[config.mk]
export PLATFORM = sky130hd
export DESIGN_NAME = urh_regs
export DESIGN_NICKNAME = d
export VERILOG_FILES = /design/src/hw/urh_regs.v
export VERILOG_INCLUDE_DIRS = /design/src /design/src/hw
export SDC_FILE = /design/constraint.sdc
export NUM_CORES = 1
export LEC_CHECK = 0
export BUFFER_PORTS_ARGS = -buffer_cell sky130_fd_sc_hd__buf_4
export CELL_PAD_IN_SITES_DETAIL_PLACEMENT = 1
export CELL_PAD_IN_SITES_GLOBAL_PLACEMENT = 2
export CORE_ASPECT_RATIO = 1.2
export CORE_MARGIN = 4
export CORE_UTILIZATION = 27
export DETAILED_ROUTE_END_ITERATION = 10
export PLACE_DENSITY_LB_ADDON = 0.3
export SLEW_MARGIN = 10
export SYNTH_ARGS = -nofsm -noshare
export SYNTH_HDL_FRONTEND = slang
export SYNTH_SLANG_ARGS = --single-unit
[constraint.sdc]
create_clock -name CLK_I -period 1.75 [get_ports CLK_I]
set_input_delay 0.35 -clock CLK_I [delete_from_list [all_inputs] [get_ports CLK_I]]
set_output_delay 0.35 -clock CLK_I [all_outputs]
set_load 0.05 [all_outputs]
[src/hw/urh_defs.vh]
// urh_defs.vh: offsets, field positions and reset values of the root hub register bank
// assumes a byte-addressed plain register port, one 32-bit word per register
`ifndef URH_DEFS_VH
`define URH_DEFS_VH
`define URH_ADDR_W 8
`define URH_OFF_DESC_A 8'h48
`define URH_OFF_DESC_B 8'h4c
`define URH_OFF_STATUS 8'h50
`define URH_OFF_PORT1 8'h54
`define URH_OFF_PORT2 8'h58
`define URH_OFF_PORT3 8'h5c
`define URH_DESC_A_RST 32'h01001102
`define URH_DESC_B_RST 32'h00000000
`define URH_STATUS_RST 32'h00000000
`define URH_NPORTS_MAX 3
`define URH_CNT_LSB 0
`define URH_CNT_ONE 8'h01
`define URH_CNT_TWO 8'h02
`define URH_CNT_THREE 8'h03
`define URH_POTPGT_LSB 24
`define URH_NOCP_BIT 12
`define URH_OCPM_BIT 11
`define URH_MASK_MSB 31
`define URH_NRMAP_MSB 15
`define URH_PORT_STRIDE 8'h04
`define URH_POWER_SWITCH_MODE_SEL_BIT 8
`define URH_ALWAYS_POWERED_SEL_BIT 9
`define URH_MASK_LSB 16
`define URH_NRMAP_LSB 0
`define URH_ST_LPS_BIT 0
`define URH_ST_OCI_BIT 1
`define URH_ST_DRWE_BIT 15
`define URH_ST_LPSC_BIT 16
`define URH_ST_OCIC_BIT 17
`define URH_ST_CRWE_BIT 31
`define URH_PORT_PWR_BIT 8
`define URH_PORT_CLRPWR_BIT 0
`endif

[src/hw/urh_regs.v]
// urh_regs.v: root hub descriptor and status register bank with port power control
// assumes a one-cycle register port, whole-word accesses, inputs synchronous to CLK_I
//
// How it works
// (RULE_01) mode selector ignored while always-powered set
// (RULE_02) mode 0 ganged, mode 1 per port
// (RULE_03) masked port obeys only per-port commands
// (RULE_04) unmasked port obeys only global commands
// (RULE_05) port count in descriptor bits 7-0
// (RULE_06) absent port status registers read zero
// (RULE_07) driver programs descriptor B at init
// (RULE_08) power mask in bits 31-16
// (RULE_09) mask disregarded in global mode
// (RULE_10) global power switching supported
// (RULE_11) non-removable map in bits 15-0
// (RULE_12) status low half, changes high half
// (RULE_13) driver writes zero to reserved bits
// (RULE_14) registers accessed as whole words
// (RULE_15) reserved bit 0 reads zero, ignores writes
//
// The strobed register port was chosen for this implementation.
`timescale 1ns/10ps
`include "urh_defs.vh"

module urh_regs (
	// clock and reset
	input wire CLK_I,
	input wire SRST_I,
	// configuration strap: low selects count 01h, high lets CFG_TWO_PORT_I choose
	input wire CFG_ONE_PORT_N_I,
	input wire CFG_TWO_PORT_I,
	// root hub inputs
	input wire OVERCURRENT_I,
	// register port
	input wire [7:0] ADDR_I,
	input wire [31:0] WDATA_I,
	input wire WR_I,
	input wire RD_I,
	output reg [31:0] RDATA_O,
	// port power outputs, bit n for port n
	output reg [3:1] PORT_POWER_O
);

	// reset images of the three words and of their fields
	localparam [31:0] DESC_A_RST = `URH_DESC_A_RST;
	localparam [31:0] DESC_B_RST = `URH_DESC_B_RST;
	localparam [31:0] STATUS_RST = `URH_STATUS_RST;
	localparam [7:0] POTPGT_RST = DESC_A_RST[`URH_POTPGT_LSB + 7:`URH_POTPGT_LSB];
	localparam [7:0] CNT_RST = DESC_A_RST[`URH_CNT_LSB + 7:`URH_CNT_LSB];
	localparam [15:1] MASK_RST = DESC_B_RST[`URH_MASK_MSB:`URH_MASK_LSB + 1];
	localparam [15:1] NRMAP_RST = DESC_B_RST[`URH_NRMAP_MSB:`URH_NRMAP_LSB + 1];

	reg [7:0] potpgt_q;
	reg [7:0] potpgt_d;
	reg nocp_q;
	reg nocp_d;
	reg ocpm_q;
	reg ocpm_d;
	reg always_powered_sel_q;
	reg always_powered_sel_d;
	reg power_switch_mode_sel_q;
	reg power_switch_mode_sel_d;
	reg [7:0] port_count_field_q;
	reg [7:0] port_count_field_d;
	reg [15:1] port_power_mask_q;
	reg [15:1] port_power_mask_d;
	reg [15:1] nonremovable_map_q;
	reg [15:1] nonremovable_map_d;
	reg drwe_q;
	reg drwe_d;
	reg oci_q;
	reg oci_d;
	reg ocic_q;
	reg ocic_d;
	reg [3:1] pwr_q;
	reg [31:0] rdata_d;
	reg [31:0] rdata_out_d;
	wire [3:1] pwr_d;

	wire sel_a;
	wire sel_b;
	wire sel_s;
	wire wr_a;
	wire wr_b;
	wire wr_s;
	wire glob_set;
	wire glob_clr;
	wire drwe_set;
	wire drwe_clr;
	wire ocic_clr;
	wire ap_now;
	wire per_port_mode;

	// register decode and status command strobes
	assign sel_a = (ADDR_I == `URH_OFF_DESC_A);
	assign sel_b = (ADDR_I == `URH_OFF_DESC_B);
	assign sel_s = (ADDR_I == `URH_OFF_STATUS);
	assign wr_a = WR_I && sel_a;
	assign wr_b = WR_I && sel_b;
	assign wr_s = WR_I && sel_s;
	assign glob_set = wr_s && WDATA_I[`URH_ST_LPSC_BIT];
	assign glob_clr = wr_s && WDATA_I[`URH_ST_LPS_BIT];
	assign drwe_set = wr_s && WDATA_I[`URH_ST_DRWE_BIT];
	assign drwe_clr = wr_s && WDATA_I[`URH_ST_CRWE_BIT];
	assign ocic_clr = wr_s && WDATA_I[`URH_ST_OCIC_BIT];
	// always-powered takes hold with the write that sets it
	assign ap_now = wr_a ? WDATA_I[`URH_ALWAYS_POWERED_SEL_BIT] : always_powered_sel_q; // RULE_01
	assign per_port_mode = !always_powered_sel_q && power_switch_mode_sel_q; // RULE_01

	// port count follows the configuration straps
	always @* begin
		if (!CFG_ONE_PORT_N_I) begin
			port_count_field_d = `URH_CNT_ONE; // RULE_05
		end else if (CFG_TWO_PORT_I) begin
			port_count_field_d = `URH_CNT_TWO;
		end else begin
			port_count_field_d = `URH_CNT_THREE;
		end
	end

	// per-port power state: each port picks global or its own commands
	genvar g;
	generate
		for (g = 1; g <= `URH_NPORTS_MAX; g = g + 1) begin : g_port
			localparam [31:0] PADDR_W = `URH_OFF_PORT1 + `URH_PORT_STRIDE * (g - 1);
			wire pwr_wr;
			wire own;
			wire p_set;
			wire p_clr;
			assign pwr_wr = WR_I && (ADDR_I == PADDR_W[7:0]);
			assign own = per_port_mode && port_power_mask_q[g]; // RULE_03 RULE_09
			assign p_set = own ? (pwr_wr && WDATA_I[`URH_PORT_PWR_BIT]) : glob_set; // RULE_03 RULE_04
			assign p_clr = own ? (pwr_wr && WDATA_I[`URH_PORT_CLRPWR_BIT]) : glob_clr; // RULE_02
			// set beats clear when one write carries both
			assign pwr_d[g] = ap_now ? 1'b1 : (p_set ? 1'b1 : (p_clr ? 1'b0 : pwr_q[g])); // RULE_10
		end
	endgenerate

	// descriptor A writable fields
	always @* begin
		potpgt_d = potpgt_q;
		nocp_d = nocp_q;
		ocpm_d = ocpm_q;
		always_powered_sel_d = always_powered_sel_q;
		power_switch_mode_sel_d = power_switch_mode_sel_q;
		if (wr_a) begin
			potpgt_d = WDATA_I[`URH_POTPGT_LSB + 7:`URH_POTPGT_LSB];
			nocp_d = WDATA_I[`URH_NOCP_BIT];
			ocpm_d = WDATA_I[`URH_OCPM_BIT];
			always_powered_sel_d = WDATA_I[`URH_ALWAYS_POWERED_SEL_BIT];
			power_switch_mode_sel_d = WDATA_I[`URH_POWER_SWITCH_MODE_SEL_BIT];
		end
	end

	// descriptor B; bit 0 of each half is never stored
	always @* begin
		port_power_mask_d = port_power_mask_q;
		nonremovable_map_d = nonremovable_map_q;
		if (wr_b) begin
			port_power_mask_d = WDATA_I[`URH_MASK_MSB:`URH_MASK_LSB + 1]; // RULE_08 RULE_15
			nonremovable_map_d = WDATA_I[`URH_NRMAP_MSB:`URH_NRMAP_LSB + 1]; // RULE_11 RULE_15
		end
	end

	// remote wakeup enable: clear wins over set
	always @* begin
		drwe_d = drwe_q;
		if (drwe_clr) begin
			drwe_d = 1'b0;
		end else if (drwe_set) begin
			drwe_d = 1'b1;
		end
	end

	// over-current indicator and its change flag; hardware set beats the clear
	always @* begin
		oci_d = OVERCURRENT_I && !nocp_q && !ocpm_q;
		ocic_d = ocic_q;
		if (oci_q != oci_d) begin
			ocic_d = 1'b1;
		end else if (ocic_clr) begin
			ocic_d = 1'b0;
		end
	end

	// read data stands one cycle, zero otherwise
	always @* begin
		rdata_out_d = 32'h00000000;
		if (RD_I) begin
			rdata_out_d = rdata_d;
		end
	end

	always @(posedge CLK_I) begin
		if (SRST_I) begin
			potpgt_q <= POTPGT_RST;
			nocp_q <= DESC_A_RST[`URH_NOCP_BIT];
			ocpm_q <= DESC_A_RST[`URH_OCPM_BIT];
			always_powered_sel_q <= DESC_A_RST[`URH_ALWAYS_POWERED_SEL_BIT];
			power_switch_mode_sel_q <= DESC_A_RST[`URH_POWER_SWITCH_MODE_SEL_BIT];
		end else begin
			potpgt_q <= potpgt_d;
			nocp_q <= nocp_d;
			ocpm_q <= ocpm_d;
			always_powered_sel_q <= always_powered_sel_d;
			power_switch_mode_sel_q <= power_switch_mode_sel_d;
		end
	end

	always @(posedge CLK_I) begin
		if (SRST_I) begin
			port_count_field_q <= CNT_RST;
		end else begin
			port_count_field_q <= port_count_field_d; // RULE_05
		end
	end

	always @(posedge CLK_I) begin
		if (SRST_I) begin
			port_power_mask_q <= MASK_RST;
		end else begin
			port_power_mask_q <= port_power_mask_d;
		end
	end

	always @(posedge CLK_I) begin
		if (SRST_I) begin
			nonremovable_map_q <= NRMAP_RST;
		end else begin
			nonremovable_map_q <= nonremovable_map_d;
		end
	end

	always @(posedge CLK_I) begin
		if (SRST_I) begin
			drwe_q <= STATUS_RST[`URH_ST_DRWE_BIT];
		end else begin
			drwe_q <= drwe_d;
		end
	end

	always @(posedge CLK_I) begin
		if (SRST_I) begin
			oci_q <= STATUS_RST[`URH_ST_OCI_BIT];
		end else begin
			oci_q <= oci_d;
		end
	end

	always @(posedge CLK_I) begin
		if (SRST_I) begin
			ocic_q <= STATUS_RST[`URH_ST_OCIC_BIT];
		end else begin
			ocic_q <= ocic_d;
		end
	end

	always @(posedge CLK_I) begin
		if (SRST_I) begin
			pwr_q <= 3'h0;
		end else begin
			pwr_q <= pwr_d;
		end
	end

	always @(posedge CLK_I) begin
		if (SRST_I) begin
			PORT_POWER_O <= 3'h0;
		end else begin
			PORT_POWER_O <= pwr_d;
		end
	end

	always @(posedge CLK_I) begin
		if (SRST_I) begin
			RDATA_O <= 32'h00000000;
		end else begin
			RDATA_O <= rdata_out_d;
		end
	end

	// read mux; whole words only
	always @* begin
		rdata_d = 32'h00000000; // RULE_14
		case (ADDR_I)
			`URH_OFF_DESC_A: begin
				rdata_d = {potpgt_q, 11'h000, nocp_q, ocpm_q, 1'b0,
					always_powered_sel_q, power_switch_mode_sel_q, port_count_field_q};
			end
			`URH_OFF_DESC_B: begin
				rdata_d = {port_power_mask_q, 1'b0, nonremovable_map_q, 1'b0}; // RULE_15
			end
			`URH_OFF_STATUS: begin
				rdata_d = {14'h0000, ocic_q, 1'b0, drwe_q, 13'h0000, oci_q, 1'b0}; // RULE_12
			end
			`URH_OFF_PORT1: begin
				rdata_d = {23'h000000, pwr_q[1], 8'h00};
			end
			`URH_OFF_PORT2: begin
				if (port_count_field_q >= `URH_CNT_TWO) begin
					rdata_d = {23'h000000, pwr_q[2], 8'h00}; // RULE_06
				end
			end
			`URH_OFF_PORT3: begin
				if (port_count_field_q >= `URH_CNT_THREE) begin
					rdata_d = {23'h000000, pwr_q[3], 8'h00}; // RULE_06
				end
			end
			default: begin
				rdata_d = 32'h00000000;
			end
		endcase
	end

endmodule // urh_regs

After elaboration in Yosys (flattened, before gate mapping)

Cells that the tools add are included.

Flip-flop bits (word level): 88
Input port bits: 47
Output and inout bits: 35
Word-level logic and storage cells: 83

Magnitude comparators: 2
Eq/ne operators: 7
Multiplexer cells: 23
Bitwise gates (word level): 2
Reductions and logical operators: 33

Operators with widths:

| operator                                                                             | count |
|---|---|
| 32-bit case mux with 6 select lines                                                  | 1 |
| 8-bit by 7-bit equality test with 1-bit output (second input constant)               | 6 |
| 1-bit logical AND                                                                    | 23 |
| 1-bit 2-to-1 mux                                                                     | 19 |
| 9-bit 2-to-1 mux                                                                     | 2 |
| 8-bit by 2-bit greater-or-equal comparator with 1-bit output (second input constant) | 2 |
| 3-bit nonzero test                                                                   | 3 |
| 2-bit OR reduction                                                                   | 3 |
| 1-bit zero test                                                                      | 3 |
| 2-bit 2-to-1 mux                                                                     | 1 |
| 1-bit NOT                                                                            | 2 |
| 2-bit nonzero test                                                                   | 1 |
| 1-bit inequality test                                                                | 1 |

Longest topological paths before layout

Word-level depth: 7
Depth in mapped cells: 6
Depth with buffers taken out: 4

Worst setup path after synthesis

OpenSTA, ideal clock, no wires.

Path type: input -> register
Start: input ADDR_I[5]
End: register PORT_POWER_O[2] (netlist name)
Library setup time: 0.134 ns
Arrival time: 1.732 ns
Required time: 1.616 ns
Setup slack: -0.116 ns
Cell stages on the path: 4
Path buffers: 0
Cell sequence: or3b_1 -> o41ai_4 -> a21oi_2 -> or4_1

Word-level cells in the longest chain between the ends: 6
Elaborated cells on any way between the ends: 16
Classes of those cells: 3 x eq/ne; 5 x mux; 8 x reduce/logical

RTL lines:

| item                                                              | RTL line                       | text |
|---|---|---|
| from (decl)                                                       | urh_regs.v:35                  | `input wire [7:0] ADDR_I,` |
| 8-bit by 7-bit equality test with 1-bit output (on tied branches) | --                             |  |
| 1-bit logical AND (on tied branches)                              | urh_regs.v:100, urh_regs.v:130 |  |
| 1-bit logical AND (on tied branches)                              | urh_regs.v:101, urh_regs.v:132 |  |
| 1-bit 2-to-1 mux                                                  | urh_regs.v:132                 | `` assign p_set = own ? (pwr_wr && WDATA_I[`URH_PORT_PWR_BIT]) : glob_set; `` |
| 1-bit 2-to-1 mux (2 in a row)                                     | urh_regs.v:135                 | `assign pwr_d[g] = ap_now ? 1'b1 : (p_set ? 1'b1 : (p_clr ? 1'b0 : pwr_q[g]));` |
| to (signal assigned)                                              | urh_regs.v:270                 | `PORT_POWER_O <= pwr_d;` |
| to (decl)                                                         | urh_regs.v:41                  | `output reg [3:1] PORT_POWER_O` |

Several ways; a longest one is shown, not always the timed one.
A chain may end at the register's enable or synchronous reset.

Worst setup path after layout

Same ends and word-level chain as after synthesis.

==> summary.md <==
| Metric | Value |
|---|---|
| Status | `completed` |
| Core area | `0.0111 mm2` |
| HP Start | `CFG_TWO_PORT_I` |
| Kind of critical path | `input pin to register` |
| Routed WL | `9930 um` |
| Mean area per synthesized cell | `8.68 um2` |
| Final Power | `3.75 mW` |
| P_sw | `812 uW` |
| RR Endpoint | `PORT_POWER_O[2]` |
| Chip width | `105 um` |
| WHS Path Cells | `2` |
| CP Max Fanout | `5` |
| Leakage power | `1.75 nW` |
| Warnings, synthesis | `0` |
| RSZ-0062 raised after global routing | `false` |
| Vias in the first global route | `3168` |
| Top_reg_cell synth | `dfxtp_1` |
| TritonCTS clock tree | `done` |
| WHS Endpoint | `port_count_field_q[0]` |
| I/O Pins | `82` |
| Metal-1 WL | `4040 um` |
| Final period util | `0.954` |
| Startpoint Class | `input pin` |
| Peak Freq | `599 MHz` |
| ANT cells | `0` |
| Fin. max-slew vios | `0` |
| Worst R2R Start | `always_powered_sel_q` |
| Pin count of the biggest net entering global routing | `27` |
| Yosys cell types | `44` |
| R2R Setup Slk | `0.14 ns` |
| Worst-Skew Late Latency | `0.33 ns` |
| CTS hold repair buffers | `0` |
| Nets | `501` |
| CTS buffer count | `9` |
| CTS root buf | `clkbuf_16` |
| CP arrival | `1.87 ns` |
| Total track usage | `0.155` |
| Area delta synth->final | `40.0%` |
| Req. time, crit path | `1.95 ns` |
| Sequential Power Share | `0.493` |
| Max Cap Violations | `0` |
| Yosys reg bits | `81` |
| Gates resized, CTS repair | `0` |
| Vias | `2876` |
| Commonest non-fill, non-tap cell in the layout | `buf_4` |
| Routed met2 length | `5260 um` |
| Ranking of synthesized cells by area | `dfxtp_1, nand2_1, a21oi_1` |
| Fin. Hold Viols | `0` |
| Peak supply drop | `0.447 mV` |
| Most frequent cells in the layout | `buf_4, dfxtp_1, nand2_1, a21oi_1, and3_1` |
| Area occupied by multi-input gates | `0.00133 mm2` |
| Most area-hungry cell type in the Yosys netlist | `dfxtp_1` |
| Setup Buffers After CTS | `0` |
| Top-area cell type share of the netlist area | `0.528` |
| Clk slew on worst S/H paths | `0.06 ns` |
| Worst reg2reg path depth | `4` |
| Vias per cell | `4.71` |
| Initial Utilization | `0.277` |
| Pre-antenna DRT Iters | `4` |
| ANT nets after route | `0` |
| Highest routed layer | `met4` |
| First-pass GRT wire length | `16000 um` |
| Register Area | `0.00162 mm2` |
| Async S/R FF share, synth | `0` |
| Syn Nets | `401` |
| Routability cong. | `0.886` |
| Final Util | `0.388` |
| Power per Cell Area | `872 mW/mm2` |
| # clock sinks | `81` |
| Final Critical Period | `1.67 ns` |
| HP Class | `input pin to register` |
| Syn Std Cell Area | `0.00307 mm2` |
| Post-DP HPWL | `7110 um` |
| Detailed-routed wire length on met3 | `375 um` |
| Post-synthesis sequential area ratio | `0.528` |
| Proportion of layout cells with a drive suffix above 1 | `0.300` |
| Setup TNS | `0 ns` |
| Comb power frac | `0.060` |
| Total gr overflow | `0` |
| Initial antenna violation count | `0` |
| Worst Clk Skew | `0.00332 ns` |
| Dpl cell area | `0.00404 mm2` |
| Clock Power Share | `0.447` |
| Initial detailed-routing violation count | `72` |
| Filler instances | `1315` |
| Port buffer count | `80` |
| Cell count after synthesis | `354` |
| DR WL/cell | `16.2 um` |
| Die area | `0.0132 mm2` |
| # DRC | `0` |
| Finished Cell Area | `0.00430 mm2` |
| Rows | `42` |
| Count of final setup violators | `0` |
| Cell Int Power | `2.94 mW` |
| Number of H-tree levels | `3` |
| Number of synthesized flops with an enable pin | `0` |
| CTS Buffer Depth | `2` |
| Switch share | `0.216` |
| Crit. End Element | `register` |
| Die Ht | `125 um` |
[per-stage QoR]
stage / cells / worst slack [ns] / hold WS, ns
2_1_floorplan: 354 / -0.0955 / 0.432
3_3_place_gp: 597 / -0.217 / 0.438
3_5_place_dp: 597 / -0.259 / 0.446
4_1_cts: 611 / 0.0858 / 0.180
5_1_grt: 611 / 0.0463 / 0.178
6_report: 611 / 0.0813 / 0.191
[critical path, cell delays in order]
cell and delay [ns]:
buf_4 0.11, or3b_4 0.43, nor2_1 0.32, a31oi_1 0.15, or4_1 0.51
[registers in the layout (all words and copies together), names as in the netlist]
| signal | flops |
|---|---|
| ocic_q | 1 |
| potpgt_q | 8 |
| ocpm_q | 1 |
| always_powered_sel_q | 1 |
| oci_q | 1 |
| nonremovable_map_q | 15 |
| PORT_POWER_O | 3 |
| port_count_field_q | 2 |
| port_power_mask_q | 15 |
| power_switch_mode_sel_q | 1 |
| RDATA_O | 31 |
| drwe_q | 1 |
| nocp_q | 1 |
[worst max-delay path by stage]
stage | start | endpoint | slack [ns] | depth (start not counted)
2_1_floorplan | ADDR_I[1] | PORT_POWER_O[2] | -0.1 | 4
3_3_place_gp | ADDR_I[1] | PORT_POWER_O[2] | -0.22 | 5
3_5_place_dp | ADDR_I[5] | PORT_POWER_O[2] | -0.26 | 5
4_1_cts | ADDR_I[5] | PORT_POWER_O[2] | 0.09 | 5
5_1_grt | ADDR_I[5] | PORT_POWER_O[2] | 0.05 | 5
6_report | ADDR_I[5] | PORT_POWER_O[2] | 0.08 | 5
[cell usage after synthesis (2+ instances only)]
cell type   n
a21oi_1    42
a22oi_1    15
a311o_1     2
a311oi_1    2
a31oi_1     2
and3_1     22
and3b_1     2
clkbuf_1   23
dfxtp_1    81
inv_1       5
nand2_1    74
nand2b_1    2
nand3_1    13
nand3b_1    6
nand4_1     3
nor2_1     16
nor2b_1     4
nor3_1      5
nor3b_1     3
nor4b_1     2
o21ai_0     3
or2_2       3
or4_1       2
xor2_1      2
[power groups by stage]
stage	sequential, mW	combinational (mW)	clock (mW)
3_3_place_gp	1.89	0.225	0
4_1_cts	1.85	0.229	1.74
2_1_floorplan	1.89	0.0789	0
5_1_grt	1.85	0.247	1.81
3_5_place_dp	1.89	0.228	0
6_report	1.85	0.226	1.68
[cell type report]
class	instances	area share
Clock buffer	11	0.0564
Timing Repair Buffer	115	0.204
Clock inverter	3	0.00436
Multi-Input combinational cell	242	0.310
Sequential cell	81	0.377
Tap cell	154	0.0448
Inverter	5	0.00436
[routing by layer]
metal / global-route usage / vias up
li1: - / 1422
met1: 0.174 / 1379
met2: 0.277 / 60
met3: 0.0321 / 15
met4: 0.0718 / 0
met5: 0 / -
[logic make-up (layout without fill, tap and decap cells)]
logic type	after synthesis	count (layout)	synth area share
and+or+nand+nor	165	165	0.271
DFF	81	81	0.528
AOI/OAI and AO/OA	72	72	0.149
buffers and inverters	31	134	0.0395
xor gates and xnor gates	3	3	0.00855
other	1	1	0.00122
muxes	1	1	0.00326
(Power assumes the default switching activity.)
